### src/pcuirq_pkg.sv
package pcuirq_pkg;

    // Register byte offsets
    localparam logic [11:0] CAPTURE_COUNTER_CONFIG_OFS = 12'h0e8;
    localparam logic [11:0] CAPTURE_COUNTER_PHASE_OFS = 12'h0ec;
    localparam logic [11:0] CAPTURE_CHANNEL0_CONFIG_OFS = 12'h0f0;
    localparam logic [11:0] CAPTURE_CHANNEL1_CONFIG_OFS = 12'h0f4;
    localparam logic [11:0] CAPTURE_CHANNEL2_CONFIG_OFS = 12'h0f8;
    localparam logic [11:0] CAPTURE_CHANNEL0_VALUE_OFS = 12'h0fc;
    localparam logic [11:0] CAPTURE_CHANNEL1_VALUE_OFS = 12'h100;
    localparam logic [11:0] CAPTURE_CHANNEL2_VALUE_OFS = 12'h104;
    localparam logic [11:0] CAPTURE_EDGE_STATUS_OFS = 12'h108;
    localparam logic [11:0] ACTIVE_UPDATE_CONTROL_OFS = 12'h10c;
    localparam logic [11:0] INTERRUPT_ENABLE_OFS = 12'h110;
    localparam logic [11:0] INTERRUPT_RAW_OFS = 12'h114;
    localparam logic [11:0] INTERRUPT_MASKED_OFS = 12'h118;

    // Sizes
    localparam int NUM_CHAN = 3;
    localparam int NUM_OPER = 3;
    localparam int NUM_SRC = 30;
    localparam int NUM_EXT_SRC = 27;
    localparam int DIV_W = 8;
    localparam int SYNC_SRC_W = 6;

    // Capture channel config fields
    localparam int CH_ENABLE_BIT = 0;
    localparam int CH_EDGE_LO = 1;
    localparam int CH_DIV_LO = 3;
    localparam int CH_INVERT_BIT = 11;
    localparam int CH_SOFT_BIT = 12;
    localparam int EDGE_FALL_BIT = 0;
    localparam int EDGE_RISE_BIT = 1;
    localparam logic EDGE_CODE_RISE = 1'b0;
    localparam logic EDGE_CODE_FALL = 1'b1;

    // Capture counter config fields
    localparam int CNT_ENABLE_BIT = 0;
    localparam int CNT_SYNC_EN_BIT = 1;
    localparam int CNT_SYNC_SEL_LO = 2;
    localparam int CNT_SOFT_SYNC_BIT = 5;
    localparam int CNT_CFG_W = 5;

    // Update control fields
    localparam int UPD_GLOBAL_EN_BIT = 0;
    localparam int UPD_GLOBAL_FORCE_BIT = 1;
    localparam int UPD_OPER_LO = 2;
    localparam int UPD_W = 8;

    // Interrupt layout: capture sources sit above the external ones
    localparam int INT_CAP_LO = 27;

    // Reset value and count step
    localparam logic [31:0] ZERO_WORD = 32'h0000_0000;
    localparam logic [31:0] COUNT_STEP = 32'h0000_0001;

    // AXI responses
    localparam logic [1:0] RESP_OKAY = 2'h0;
    localparam logic [1:0] RESP_SLVERR = 2'h2;

    // Per-channel configuration
    typedef struct packed {
        logic invert;
        logic [DIV_W-1:0] divider;
        logic [1:0] edge_select;
        logic enable;
    } pcuirq_chan_cfg_type;

    // One capture result
    typedef struct packed {
        logic [31:0] value;
        logic last_edge;
    } pcuirq_capture_type;

endpackage : pcuirq_pkg

### src/pcuirq_toggle_det.sv
`timescale 1ns/1ps
module pcuirq_toggle_det #(
    parameter int WIDTH = 1
) (
    // Clock and reset
    input wire logic clk,
    input wire logic rst_n,
    // Watched bits and change pulses
    input wire logic [WIDTH-1:0] level_in,
    output logic [WIDTH-1:0] change_pulse
);
    // Previous value of each watched bit
    logic [WIDTH-1:0] prev_r;

    // Remember last value
    always_ff @(posedge clk or negedge rst_n) begin
        if (!rst_n) begin
            prev_r <= '0;
        end else begin
            prev_r <= level_in;
        end
    end

    // Any difference is a one-cycle pulse
    assign change_pulse = level_in ^ prev_r;
endmodule : pcuirq_toggle_det

### src/pcuirq_cap_chan.sv
`timescale 1ns/1ps
module pcuirq_cap_chan
    import pcuirq_pkg::*;
(
    // Clock and reset
    input wire logic clk,
    input wire logic rst_n,
    // Configuration and triggers
    input wire pcuirq_pkg::pcuirq_chan_cfg_type cfg,
    input wire logic soft_trigger,
    input wire logic cap_in,
    input wire logic [31:0] counter_value,
    // Results
    output logic capture_pulse,
    output pcuirq_pkg::pcuirq_capture_type result_r
);
    logic sig; // Input after optional inversion
    logic sig_prev_r; // Last inverted sample
    logic [DIV_W-1:0] div_cnt_r; // Rising edges counted so far
    logic div_sig_r; // Prescaled signal
    logic div_prev_r; // Last prescaled sample
    logic in_rise;
    logic in_fall;
    logic div_hit;
    logic div_rise;
    logic div_fall;
    logic edge_cap;

    assign sig = cap_in ^ cfg.invert;
    assign in_rise = sig & ~sig_prev_r;
    assign in_fall = ~sig & sig_prev_r;
    assign div_hit = in_rise && (div_cnt_r == cfg.divider);

    // Input sampling
    always_ff @(posedge clk or negedge rst_n) begin
        if (!rst_n) begin
            sig_prev_r <= 1'b0;
        end else begin
            sig_prev_r <= sig;
        end
    end

    // Count rising edges; pass one in divider+1
    always_ff @(posedge clk or negedge rst_n) begin
        if (!rst_n) begin
            div_cnt_r <= '0;
        end else if (div_hit) begin
            div_cnt_r <= '0;
        end else if (in_rise) begin
            div_cnt_r <= div_cnt_r + 1'b1;
        end
    end

    // Prescaled level rises on the passed edge, falls with the input
    always_ff @(posedge clk or negedge rst_n) begin
        if (!rst_n) begin
            div_sig_r <= 1'b0;
            div_prev_r <= 1'b0;
        end else begin
            div_prev_r <= div_sig_r;
            if (div_hit) begin
                div_sig_r <= 1'b1;
            end else if (in_fall) begin
                div_sig_r <= 1'b0;
            end
        end
    end

    assign div_rise = div_sig_r & ~div_prev_r;
    assign div_fall = ~div_sig_r & div_prev_r;
    // Edge selection after prescaling, only while enabled
    assign edge_cap = cfg.enable &&
        ((div_rise && cfg.edge_select[EDGE_RISE_BIT]) ||
         (div_fall && cfg.edge_select[EDGE_FALL_BIT]));
    assign capture_pulse = edge_cap || soft_trigger;

    // Latch counter and edge kind
    always_ff @(posedge clk or negedge rst_n) begin
        if (!rst_n) begin
            result_r <= '0;
        end else if (capture_pulse) begin
            result_r.value <= counter_value;
            if (edge_cap) begin
                result_r.last_edge <= div_fall ? EDGE_CODE_FALL : EDGE_CODE_RISE;
            end
        end
    end
endmodule : pcuirq_cap_chan

### src/pcuirq_top.sv
// Summary of operation
// - Edge field: bit0 falling, bit1 rising
// - Channel edge captures only while enabled; software capture ignores enable
// - Software bit forces immediate channel capture
// - Invert bit flips input before prescaler
// - Prescaler divides rising edges by field+1
// - Value register holds last captured counter
// - Edge bit: 0 rising, 1 falling
// - Operator force bit toggle forces update
// - Operator update needs own and global enable
// - Global force toggle updates whole unit
// - Global enable gates global and operator update allows; force updates ignore it
// - Capture interrupt enable per channel
// - One-shot and cycle fault action enables
// - Operator event A and B enables
// - Fault start and fault end enables
// - Timer zero and period event enables
// - Timer stop event enables
// - Capture counter increments while enabled
// - Sync loads counter from phase register
// - Raw status set regardless of enable
// - Masked status is raw and enable
//
// Register access over AXI4-Lite was chosen for this implementation.
`timescale 1ns/1ps
module pcuirq_top
    import pcuirq_pkg::*;
(
    // Clock and reset
    input wire logic CORE_CLK,
    input wire logic RESETN,
    // AXI4-Lite write address
    input wire logic [11:0] S_AXI_AWADDR,
    input wire logic [2:0] S_AXI_AWPROT,
    input wire logic S_AXI_AWVALID,
    output logic S_AXI_AWREADY,
    // AXI4-Lite write data
    input wire logic [31:0] S_AXI_WDATA,
    input wire logic [3:0] S_AXI_WSTRB,
    input wire logic S_AXI_WVALID,
    output logic S_AXI_WREADY,
    // AXI4-Lite write response
    output logic [1:0] S_AXI_BRESP,
    output logic S_AXI_BVALID,
    input wire logic S_AXI_BREADY,
    // AXI4-Lite read address
    input wire logic [11:0] S_AXI_ARADDR,
    input wire logic [2:0] S_AXI_ARPROT,
    input wire logic S_AXI_ARVALID,
    output logic S_AXI_ARREADY,
    // AXI4-Lite read data
    output logic [31:0] S_AXI_RDATA,
    output logic [1:0] S_AXI_RRESP,
    output logic S_AXI_RVALID,
    input wire logic S_AXI_RREADY,
    // Capture inputs and sync sources
    input wire logic [2:0] CAPTURE_IN,
    input wire logic [5:0] SYNC_IN,
    // Event pulses from timers, operators and fault logic
    input wire logic [26:0] EVENT_IN,
    // Active register update control toward the operators
    output logic [2:0] OPERATOR_FORCE_UPDATE,
    output logic [2:0] OPERATOR_UPDATE_ALLOW,
    output logic GLOBAL_FORCE_UPDATE,
    output logic GLOBAL_UPDATE_ALLOW
);
    import pcuirq_pkg::*;

    // Bus handshake state
    logic aw_hold_r; // Write address taken
    logic w_hold_r; // Write data taken
    logic [11:0] awaddr_r;
    logic [31:0] wdata_r;
    logic [3:0] wstrb_r;
    logic bvalid_r;
    logic [1:0] bresp_r;
    logic rvalid_r;
    logic [31:0] rdata_r;
    logic [1:0] rresp_r;
    logic do_write; // Both halves present
    logic do_read; // Read address handshake

    // Software registers
    logic [CNT_CFG_W-1:0] counter_cfg_r; // Enable, sync enable, sync select
    logic [31:0] phase_r; // Capture counter phase
    pcuirq_chan_cfg_type chan_cfg_r [NUM_CHAN]; // Channel configs
    logic [UPD_W-1:0] update_r; // Active update control
    logic [NUM_SRC-1:0] int_ena_r; // Interrupt enables
    logic [NUM_SRC-1:0] int_raw_r; // Sticky raw status

    // Hardware state
    logic [31:0] counter_r; // Capture counter
    logic sync_prev_r; // Selected sync level, last cycle
    logic [NUM_CHAN-1:0] soft_cap_r; // Write-only capture pulses
    logic soft_sync_r; // Write-only sync pulse
    pcuirq_capture_type cap_res [NUM_CHAN];
    logic [NUM_CHAN-1:0] cap_pulse;
    logic [UPD_W-1:0] upd_change;
    logic [NUM_SRC-1:0] src_pulse;
    logic [NUM_SRC-1:0] raw_clear;
    logic sync_level;
    logic sync_event;
    logic [2:0] sync_sel;

    // Apply byte strobes to a word
    function automatic logic [31:0] merge_bytes(input logic [31:0] old_w,
                                                input logic [31:0] new_w,
                                                input logic [3:0] strb);
        logic [31:0] res;
        res = old_w;
        for (int b = 0; b < 4; b++) begin
            if (strb[b]) begin
                res[b*8 +: 8] = new_w[b*8 +: 8];
            end
        end
        return res;
    endfunction : merge_bytes

    // Write channel acceptance
    assign S_AXI_AWREADY = !aw_hold_r;
    assign S_AXI_WREADY = !w_hold_r;
    assign do_write = aw_hold_r && w_hold_r && !bvalid_r;
    assign S_AXI_BVALID = bvalid_r;
    assign S_AXI_BRESP = bresp_r;

    // Hold address and data until both are here
    always_ff @(posedge CORE_CLK or negedge RESETN) begin
        if (!RESETN) begin
            aw_hold_r <= 1'b0;
            w_hold_r <= 1'b0;
            awaddr_r <= '0;
            wdata_r <= '0;
            wstrb_r <= '0;
        end else begin
            if (S_AXI_AWVALID && !aw_hold_r) begin
                aw_hold_r <= 1'b1;
                awaddr_r <= S_AXI_AWADDR;
            end else if (do_write) begin
                aw_hold_r <= 1'b0;
            end
            if (S_AXI_WVALID && !w_hold_r) begin
                w_hold_r <= 1'b1;
                wdata_r <= S_AXI_WDATA;
                wstrb_r <= S_AXI_WSTRB;
            end else if (do_write) begin
                w_hold_r <= 1'b0;
            end
        end
    end

    // Write response; unmapped or read-only words answer with an error
    always_ff @(posedge CORE_CLK or negedge RESETN) begin
        if (!RESETN) begin
            bvalid_r <= 1'b0;
            bresp_r <= RESP_OKAY;
        end else if (do_write) begin
            bvalid_r <= 1'b1;
            unique case (awaddr_r)
                CAPTURE_COUNTER_CONFIG_OFS, CAPTURE_COUNTER_PHASE_OFS,
                CAPTURE_CHANNEL0_CONFIG_OFS, CAPTURE_CHANNEL1_CONFIG_OFS,
                CAPTURE_CHANNEL2_CONFIG_OFS, ACTIVE_UPDATE_CONTROL_OFS,
                INTERRUPT_ENABLE_OFS, INTERRUPT_RAW_OFS: bresp_r <= RESP_OKAY;
                default: bresp_r <= RESP_SLVERR;
            endcase
        end else if (S_AXI_BREADY) begin
            bvalid_r <= 1'b0;
        end
    end

    // Capture counter configuration and phase
    always_ff @(posedge CORE_CLK or negedge RESETN) begin
        if (!RESETN) begin
            counter_cfg_r <= '0;
            phase_r <= ZERO_WORD;
        end else if (do_write) begin
            if (awaddr_r == CAPTURE_COUNTER_CONFIG_OFS) begin
                counter_cfg_r <= CNT_CFG_W'(merge_bytes({27'h0, counter_cfg_r}, wdata_r,
                                             wstrb_r));
            end
            if (awaddr_r == CAPTURE_COUNTER_PHASE_OFS) begin
                phase_r <= merge_bytes(phase_r, wdata_r, wstrb_r);
            end
        end
    end

    // Write-only pulses: soft sync and soft captures
    always_ff @(posedge CORE_CLK or negedge RESETN) begin
        if (!RESETN) begin
            soft_sync_r <= 1'b0;
            soft_cap_r <= '0;
        end else begin
            soft_sync_r <= do_write && (awaddr_r == CAPTURE_COUNTER_CONFIG_OFS)
                && wstrb_r[0] && wdata_r[CNT_SOFT_SYNC_BIT];
            for (int c = 0; c < NUM_CHAN; c++) begin
                soft_cap_r[c] <= do_write && wstrb_r[1] && wdata_r[CH_SOFT_BIT] &&
                    (awaddr_r == CAPTURE_CHANNEL0_CONFIG_OFS + 12'(4 * c));
            end
        end
    end

    // Channel configuration registers
    always_ff @(posedge CORE_CLK or negedge RESETN) begin
        if (!RESETN) begin
            for (int c = 0; c < NUM_CHAN; c++) begin
                chan_cfg_r[c] <= '0;
            end
        end else if (do_write) begin
            for (int c = 0; c < NUM_CHAN; c++) begin
                if (awaddr_r == CAPTURE_CHANNEL0_CONFIG_OFS + 12'(4 * c)) begin
                    chan_cfg_r[c] <= CH_SOFT_BIT'(merge_bytes({20'h0, chan_cfg_r[c]}, wdata_r,
                                                 wstrb_r));
                end
            end
        end
    end

    // Update control and interrupt enable registers
    always_ff @(posedge CORE_CLK or negedge RESETN) begin
        if (!RESETN) begin
            update_r <= '0;
            int_ena_r <= '0;
        end else if (do_write) begin
            if (awaddr_r == ACTIVE_UPDATE_CONTROL_OFS) begin
                update_r <= UPD_W'(merge_bytes({24'h0, update_r}, wdata_r, wstrb_r));
            end
            if (awaddr_r == INTERRUPT_ENABLE_OFS) begin
                int_ena_r <= NUM_SRC'(merge_bytes({2'h0, int_ena_r}, wdata_r,
                                         wstrb_r));
            end
        end
    end

    // Selected sync source; code 0 means none
    assign sync_sel = counter_cfg_r[CNT_SYNC_SEL_LO +: 3];
    assign sync_level = (sync_sel != 3'h0) && (sync_sel <= 3'(SYNC_SRC_W)) &&
        SYNC_IN[3'(sync_sel - 3'h1)];
    assign sync_event = (counter_cfg_r[CNT_SYNC_EN_BIT] && sync_level && !sync_prev_r)
        || soft_sync_r;

    // Sync source edge detection
    always_ff @(posedge CORE_CLK or negedge RESETN) begin
        if (!RESETN) begin
            sync_prev_r <= 1'b0;
        end else begin
            sync_prev_r <= sync_level;
        end
    end

    // Capture counter: sync load wins over counting
    always_ff @(posedge CORE_CLK or negedge RESETN) begin
        if (!RESETN) begin
            counter_r <= ZERO_WORD;
        end else if (sync_event) begin
            counter_r <= phase_r;
        end else if (counter_cfg_r[CNT_ENABLE_BIT]) begin
            counter_r <= counter_r + COUNT_STEP;
        end
    end

    // One capture channel per input
    generate
        for (genvar g = 0; g < NUM_CHAN; g++) begin : g_chan
            pcuirq_cap_chan u_chan (
                .clk(CORE_CLK),
                .rst_n(RESETN),
                .cfg(chan_cfg_r[g]),
                .soft_trigger(soft_cap_r[g]),
                .cap_in(CAPTURE_IN[g]),
                .counter_value(counter_r),
                .capture_pulse(cap_pulse[g]),
                .result_r(cap_res[g])
            );
        end
    endgenerate

    // Force update toggles on every force bit
    pcuirq_toggle_det #(.WIDTH(UPD_W)) u_toggle (
        .clk(CORE_CLK),
        .rst_n(RESETN),
        .level_in(update_r),
        .change_pulse(upd_change)
    );

    // Update outputs toward the operators
    assign GLOBAL_UPDATE_ALLOW = update_r[UPD_GLOBAL_EN_BIT];
    assign GLOBAL_FORCE_UPDATE = upd_change[UPD_GLOBAL_FORCE_BIT];
    generate
        for (genvar o = 0; o < NUM_OPER; o++) begin : g_oper
            assign OPERATOR_UPDATE_ALLOW[o] = update_r[UPD_OPER_LO + 2 * o] &&
                update_r[UPD_GLOBAL_EN_BIT];
            assign OPERATOR_FORCE_UPDATE[o] = upd_change[UPD_OPER_LO + 2 * o + 1] ||
                upd_change[UPD_GLOBAL_FORCE_BIT];
        end
    endgenerate

    // Interrupt sources; captures occupy the top bits
    assign src_pulse = {cap_pulse, EVENT_IN};
    assign raw_clear = (do_write && awaddr_r == INTERRUPT_RAW_OFS) ?
        NUM_SRC'(merge_bytes(ZERO_WORD, wdata_r, wstrb_r)) : '0;

    // Sticky raw status: a new event beats a clear
    always_ff @(posedge CORE_CLK or negedge RESETN) begin
        if (!RESETN) begin
            int_raw_r <= '0;
        end else begin
            int_raw_r <= (int_raw_r & ~raw_clear) | src_pulse;
        end
    end

    // Read channel
    assign do_read = S_AXI_ARVALID && !rvalid_r;
    assign S_AXI_ARREADY = !rvalid_r;
    assign S_AXI_RVALID = rvalid_r;
    assign S_AXI_RDATA = rdata_r;
    assign S_AXI_RRESP = rresp_r;

    // Read data mux, registered
    always_ff @(posedge CORE_CLK or negedge RESETN) begin
        if (!RESETN) begin
            rvalid_r <= 1'b0;
            rdata_r <= ZERO_WORD;
            rresp_r <= RESP_OKAY;
        end else if (do_read) begin
            rvalid_r <= 1'b1;
            rresp_r <= RESP_OKAY;
            unique case (S_AXI_ARADDR)
                CAPTURE_COUNTER_CONFIG_OFS: rdata_r <= {27'h0, counter_cfg_r};
                CAPTURE_COUNTER_PHASE_OFS: rdata_r <= phase_r;
                CAPTURE_CHANNEL0_CONFIG_OFS: rdata_r <= {20'h0, chan_cfg_r[0]};
                CAPTURE_CHANNEL1_CONFIG_OFS: rdata_r <= {20'h0, chan_cfg_r[1]};
                CAPTURE_CHANNEL2_CONFIG_OFS: rdata_r <= {20'h0, chan_cfg_r[2]};
                CAPTURE_CHANNEL0_VALUE_OFS: rdata_r <= cap_res[0].value;
                CAPTURE_CHANNEL1_VALUE_OFS: rdata_r <= cap_res[1].value;
                CAPTURE_CHANNEL2_VALUE_OFS: rdata_r <= cap_res[2].value;
                CAPTURE_EDGE_STATUS_OFS: rdata_r <= {29'h0, cap_res[2].last_edge,
                    cap_res[1].last_edge, cap_res[0].last_edge};
                ACTIVE_UPDATE_CONTROL_OFS: rdata_r <= {24'h0, update_r};
                INTERRUPT_ENABLE_OFS: rdata_r <= {2'h0, int_ena_r};
                INTERRUPT_RAW_OFS: rdata_r <= {2'h0, int_raw_r};
                INTERRUPT_MASKED_OFS: rdata_r <= {2'h0, int_raw_r & int_ena_r};
                default: begin
                    rdata_r <= ZERO_WORD;
                    rresp_r <= RESP_SLVERR;
                end
            endcase
        end else if (S_AXI_RREADY) begin
            rvalid_r <= 1'b0;
        end
    end
endmodule : pcuirq_top

### config.mk
export PLATFORM = sky130hd
export DESIGN_NAME = pcuirq_top
export DESIGN_NICKNAME = d
export VERILOG_FILES = /design/src/pcuirq_pkg.sv /design/src/pcuirq_toggle_det.sv /design/src/pcuirq_cap_chan.sv /design/src/pcuirq_top.sv
export SDC_FILE = /design/constraint.sdc
export NUM_CORES = 1
export LEC_CHECK = 0
export BUFFER_PORTS_ARGS = -buffer_cell sky130_fd_sc_hd__buf_4
export CORE_ASPECT_RATIO = 1.2
export CORE_MARGIN = 5
export CORE_UTILIZATION = 54
export DETAILED_ROUTE_END_ITERATION = 6
export GPL_TIMING_DRIVEN = 1
export PLACE_DENSITY = 0.77
export SETUP_SLACK_MARGIN = 0.2
export SYNTH_ARGS = -nofsm -noshare
export SYNTH_HDL_FRONTEND = slang
export SYNTH_SLANG_ARGS = --single-unit
### constraint.sdc
create_clock -name CORE_CLK -period 2.1 [get_ports CORE_CLK]
set_input_delay 0.105 -clock CORE_CLK [delete_from_list [all_inputs] [get_ports CORE_CLK]]
set_output_delay 0.105 -clock CORE_CLK [all_outputs]
set_load 0.01 [all_outputs]
# Word level (Yosys, flattened, before mapping)
# Cells that the tools add are included.
[word_totals]
elab_cells = 237
out_inout_bits = 49
in_bits = 109
register_bits = 406
[classes]
mux = 34
n_addsub = 5
order_cmp = 2
bitwise = 32
n_eq_ne = 24
n_reduce_logical = 81
[op_table]
columns = ["operator", "n"]
rows = [
  ["$pmux 32 s13", 1],
  ["$eq 12x8->1 const B", 11],
  ["$eq 12x9->1 const B", 10],
  ["$mux 8", 9],
  ["$mux 32", 2],
  ["$and 30x30->30", 2],
  ["$reduce_and 3->1", 16],
  ["$logic_and 1x1->1", 33],
  ["$add 32x1->32 const B", 1],
  ["$mux 30", 1],
  ["$not 30->30", 1],
  ["$or 30x30->30", 1],
  ["$add 8x1->8 const B", 3],
  ["$eq 8x8->1", 3],
  ["$reduce_bool 2->1", 11],
  ["$mux 1", 17],
  ["$reduce_or 13->1", 1],
  ["$and 1x1->1", 12],
  ["$not 1->1", 12],
  ["$logic_or 1x1->1", 10],
  ["$reduce_or 8->1", 1],
  ["$xor 8x8->8", 1],
  ["$mux 6", 1],
  ["$reduce_and 2->1", 3],
  ["other kinds (8)", 15],
]

# Longest topological paths before layout
[depth]
depth_word = 8
ltp_mapped = 8
ltp_nobuf = 7

# Hierarchy
# A second synthesis with hierarchy kept.
[hier_totals]
hier_cells = 1575
hier_area_um2 = 19473.7
[modules_own_cells]
columns = ["mod", "area_each_um2", "seq_area_each_um2", "cells_per_inst", "n_inst"]
rows = [
  ["pcuirq_top", 13133.8, 6606.3, 1142, 1],
  ["pcuirq_cap_chan", 2023.2, 1101.1, 139, 3],
  ["pcuirq_toggle_det", 270.3, 200.2, 16, 1],
]

# Worst setup path after synthesis
# OpenSTA, ideal clock, no wires.
[synth_path]
kind = "reg2reg"
from = "reg counter_cfg_r[2]"
to = "reg counter_r[0]"
t_arrival_ns = 2.100
slack_ns = -0.124
required_time_ns = 1.975
setup_ns = 0.125
n_path_buf = 1
synth_period_minus_slack_ns = 2.224
path_stages_with_launch = 9
cell_sequence = "dfrtp_1 > inv_1 > ha_1 > mux4_2 > inv_1 > o22ai_1 > a31oi_1 > buf_2 > mux2_2"
[synth_between]
elab_chain_cells = 8
word_cells_on_any_way = 12
classes_between = "1 x add/sub; 1 x order compare; 3 x mux; 7 x reduce/logical"
[synth_lines]
columns = ["element", "line", "text"]
rows = [
  ["start, declared", "pcuirq_top.sv:84", "logic [CNT_CFG_W-1:0] counter_cfg_r;"],
  ["start signal, assigned", "pcuirq_top.sv:177", "counter_cfg_r <= CNT_CFG_W'(merge_bytes({27'h0, counter_cfg_r}, wdata_r,"],
  ["$sub 3x1->3", "pcuirq_top.sv:236", "SYNC_IN[3'(sync_sel - 3'h1)];"],
  ["$bmux 1 s3", "pcuirq_top.sv:236", ""],
  ["$mux 1 (not written as such)", "pcuirq_top.sv:236", ""],
  ["$logic_and 1x1->1 (*)", "pcuirq_top.sv:235", "assign sync_level = (sync_sel != 3'h0) && (sync_sel <= 3'(SYNC_SRC_W)) &&"],
  ["net sync_level", "pcuirq_top.sv:101", "logic sync_level;"],
  ["$logic_and 1x1->1 (*) (2 in a row)", "pcuirq_top.sv:237", "assign sync_event = (counter_cfg_r[CNT_SYNC_EN_BIT] && sync_level && !sync_prev_r)"],
  ["$logic_or 1x1->1 (*)", "pcuirq_top.sv:238", "|| soft_sync_r;"],
  ["$mux 32 or $reduce_bool 2->1 (tied branches)", "n/a", ""],
  ["end signal, assigned", "pcuirq_top.sv:254", "counter_r <= phase_r;"],
  ["end signal, assigned", "pcuirq_top.sv:256", "counter_r <= counter_r + COUNT_STEP;"],
  ["end, declared", "pcuirq_top.sv:92", "logic [31:0] counter_r;"],
]
# Mark *: on every way through the listed nets, which the timed path passes. The rest lies on a longest branch. The select of a mux whose other input is x is not followed.
# A chain may end at the register's enable or synchronous reset.

# Final worst setup path
[layout_path]
from = "reg counter_cfg_r[2]"
to = "reg counter_r[26]"
# The elaborated chain is that of the path after synthesis.

==> summary.txt <==
Power and ir drop
  • Power Total: 20200 uW
  • P_leak: 0.0110 uW
  • Cell Pwr Density: approximately 850 mW/mm^2
  • Max IR drop VDD: 910 uV

Drt
  • Post-DRT Antenna Nets: 0
  • Final wirelength: 56100 um
  • DR pass1 iterations: 7
  • Routed vias: 14300
  • Residual DRC: 0
  • Routed length per instance: 24.2 um
  • Post-DR vias/cell: between 6 and 7
  • Iter 0 DRT Violations: 1201

Place
  • HPWL Detailed: 37100 um
  • Port Buffers: 149
  • Cell area after placement: 0.0210 mm^2
  • Placer Congestion: 0.939

Setup path
  • Crit path capture type: flop
  • CP Class: reg2reg
  • CP Launch Type: flop
  • Max FO, Critical Path: 32
  • Worst R2R Start: counter_cfg_r[2]
  • Critical Path RT: 2.53 ns
  • Worst Setup SP: counter_cfg_r[2]
  • Worst Path Arrival: 2.58 ns

STA
  • Max_slew headroom: 54.5%
  • Tmin final: 2.15 ns
  • Final setup margin: -0.0482 ns
  • Final Hold Fails: 0
  • Setup TNS: -1.01 ns
  • Slew @ Worst Pin: 0.682 ns
  • RSZ-0062 raised after global routing: yes
  • Worst Skew: 0.0215 ns
  • Final period utilization: 102%
  • Setup violators final: 31
  • Final Max Tran Viols: 0
  • F_max: 466 MHz

Clocking
  • CTS tree: built
  • Maximum root-to-sink buffer count: 3
  • H-tree depth: 2
  • Clk sink count: 400
  • Worst-path clk slew: 0.06 ns
  • Clk Latency, worst-skew pair: 0.55 ns
  • CTS root buffer: clkbuf_16
  • Number of buffers created by CTS: 41

Floorplanning
  • Placeable Area: between 0.03 and 0.04 mm^2
  • Initial Utilization: a little over half
  • Die height: roughly 210 um
  • Site Rows: 74
  • Die width: 179 um
  • Num ports: 158
  • Die ar.: 0.0379 mm^2

GRT
  • M1 GR Usage: about 36%
  • Total gr overflow: 0
  • First-pass GRT wire length: 84900 um
  • Largest net degree at the start of global routing: 74
  • GRT Max-Usage Layer: met2
  • Met2 Resource Use GR: 50.5%
  • Number of global-route vias before repair: 15200
  • Total track usage: 29.0%
  • Met3 GRT Util: around 4.3%
  • Antenna violations before repair: 2

Run
  • Max cap viols: 0

Yosys
  • Cells after synthesis: 1503
  • Seq/Total Area, Yosys: a little over half
  • Synth Flop Type: dfrtp_1
  • Most frequent cell after synthesis: dfrtp_1
  • Yosys warnings: 0
  • #FFs+latches synth: 400
  • Number of enable flip-flop cells after synthesis: 0
  • Post-Syn Area: 0.0184 mm^2
  • Top cells by count, synth: 400 x dfrtp_1, 310 x mux2_2, 111 x nand2_1, 82 x nor2_1, 55 x xnor2_1
  • Post-synth ARST share: 100%
  • Count of different cell masters after synthesis: 70
  • Yosys top cell area share: 54.3%
  • Area contributors post-synth: dfrtp_1 54%, mux2_2 19%, xnor2_1 2.6%
  • Area leader, netlist: dfrtp_1
  • Syn_area_per_cell: 12.3 um^2

Min path
  • Hold path start: S_AXI_ARVALID
  • Worst hold path type: in2reg

Final layout
  • Layout cells sized above 1: between 30 and 40%
  • Nets: 1956
  • # fillers: roughly 2400
  • Area Overhead vs Synth: 28.6%
  • Design area: 0.0237 mm^2

Status
  • Failing checks: setup timing
  • Outcome: complete, but fails checks
## worst max-delay path, cell delays in order (launching register included)
cell and delay [ns]:
dfrtp_1 0.39, inv_2 0.08, ha_1 0.21, nand2b_4 0.16, a31oi_2 0.23, o22ai_2 0.14
a31oi_4 0.20, buf_12 0.24, mux2_2 0.37
## metrics by stage
step	setup slack, ns	hold slack (ns)	util, %	std cells
after floorplan	0.0791	-0.191	-	1504
after global placement	0.0153	0.147	62.1	2156
after detailed placement	-0.0417	0.157	62.1	2156
after CTS	-0.00520	0.0248	68.7	2316
after global routing	-0.107	0.0765	69.9	2322
final	-0.0482	0.0421	69.9	2322
## layer usage
metal  part of all wire (%)  wire length, um  vias to the layer above
met5                      0                0                        -
met2                     51            28800                      631
li1                       -                -                     6154
met1                     38            21400                     7325
met4                    4.1             2320                        0
met3                    6.5             3630                      162
## kinds of logic after synthesis
family                     synth area share (%)
DFF                                        54.3
other                                    0.0203
and+or+nand+nor                            10.4
muxes                                      19.9
buffers and inverters                      2.13
xor gates and xnor gates                   3.80
AOI/OAI and AO/OA                          9.03
adders and majority gates                 0.475
## report_power, final
| group | total [uW] | leakage, uW | switching (uW) | internal, uW |
|---|---|---|---|---|
| Sequential | 9960 | 0.00524 | 1420 | 8540 |
| Clock | 7040 | 0.000631 | 3020 | 4020 |
| Combinational | 3160 | 0.00512 | 1510 | 1640 |
## cell usage in the layout, fill, tap and decap left out, drive strengths merged, types with 6 or more instances in the layout
cell	count
a32oi	8
a31oi	33
nand2	111
mux2	310
a222oi	9
dlygate4sd3	86
nand3	33
a21o	35
and3	12
nor2b	7
buf	276
mux2i	15
xor2	25
a31o	7
clkbuf	58
a21oi	30
nand2b	6
and2	7
inv	24
and3b	14
a22oi	28
nor3	21
dfrtp	400
ha	7
nor4	7
xnor2	55
a221oi	16
o21ai	21
nand4	32
nor2	86
clkinv	9
## state kept, by name, indices dropped and copies added, names as in the netlist, 5 cells and up
signal and count:
awaddr_r 12, S_AXI_RDATA 32, counter_r 32, int_raw_r 30, update_r 8, int_ena_r 30
g_chan.u_chan.div_cnt_r 24, chan_cfg_r 36, g_chan.u_chan.result_r 99, phase_r 32, counter_cfg_r 5, wdata_r 32
## worst paths after layout
check / endpoint / slack [ns] / cells after the start
hold reg to reg: g_chan[0].u_chan.div_prev_r / 0.47 / 0
setup reg to reg: counter_r[26] / -0.05 / 8
setup / recovery: counter_r[26] / -0.05 / 8
max in group asynchronous: wdata_r[1] / 1.15 / 3
hold / removal: S_AXI_RDATA[2] / 0.04 / 4
min in group asynchronous: g_chan[1].u_chan.sig_prev_r / 0.14 / 2
## cell type report
class,count,area [um^2],area share (%)
clock buffers,58,1180,4.98
clock inverters,10,86.3,0.364
repair buffers,362,3260,13.8
diodes,1,2.50,0.0106
inverters,24,90.1,0.380
well taps,456,571,2.41
multi-input cells,1011,8500,35.8
flip-flops and latches,400,10000,42.2
## what timing repair did
item,in CTS,in global routing
buffers inserted,6,5
gates resized for setup,16,103
hold endpoints to repair,150,0
hold buffers,86,0
setup endpoints to repair,148,174
pin swaps,7,53
Note: power is estimated with default switching activity, not from simulation.
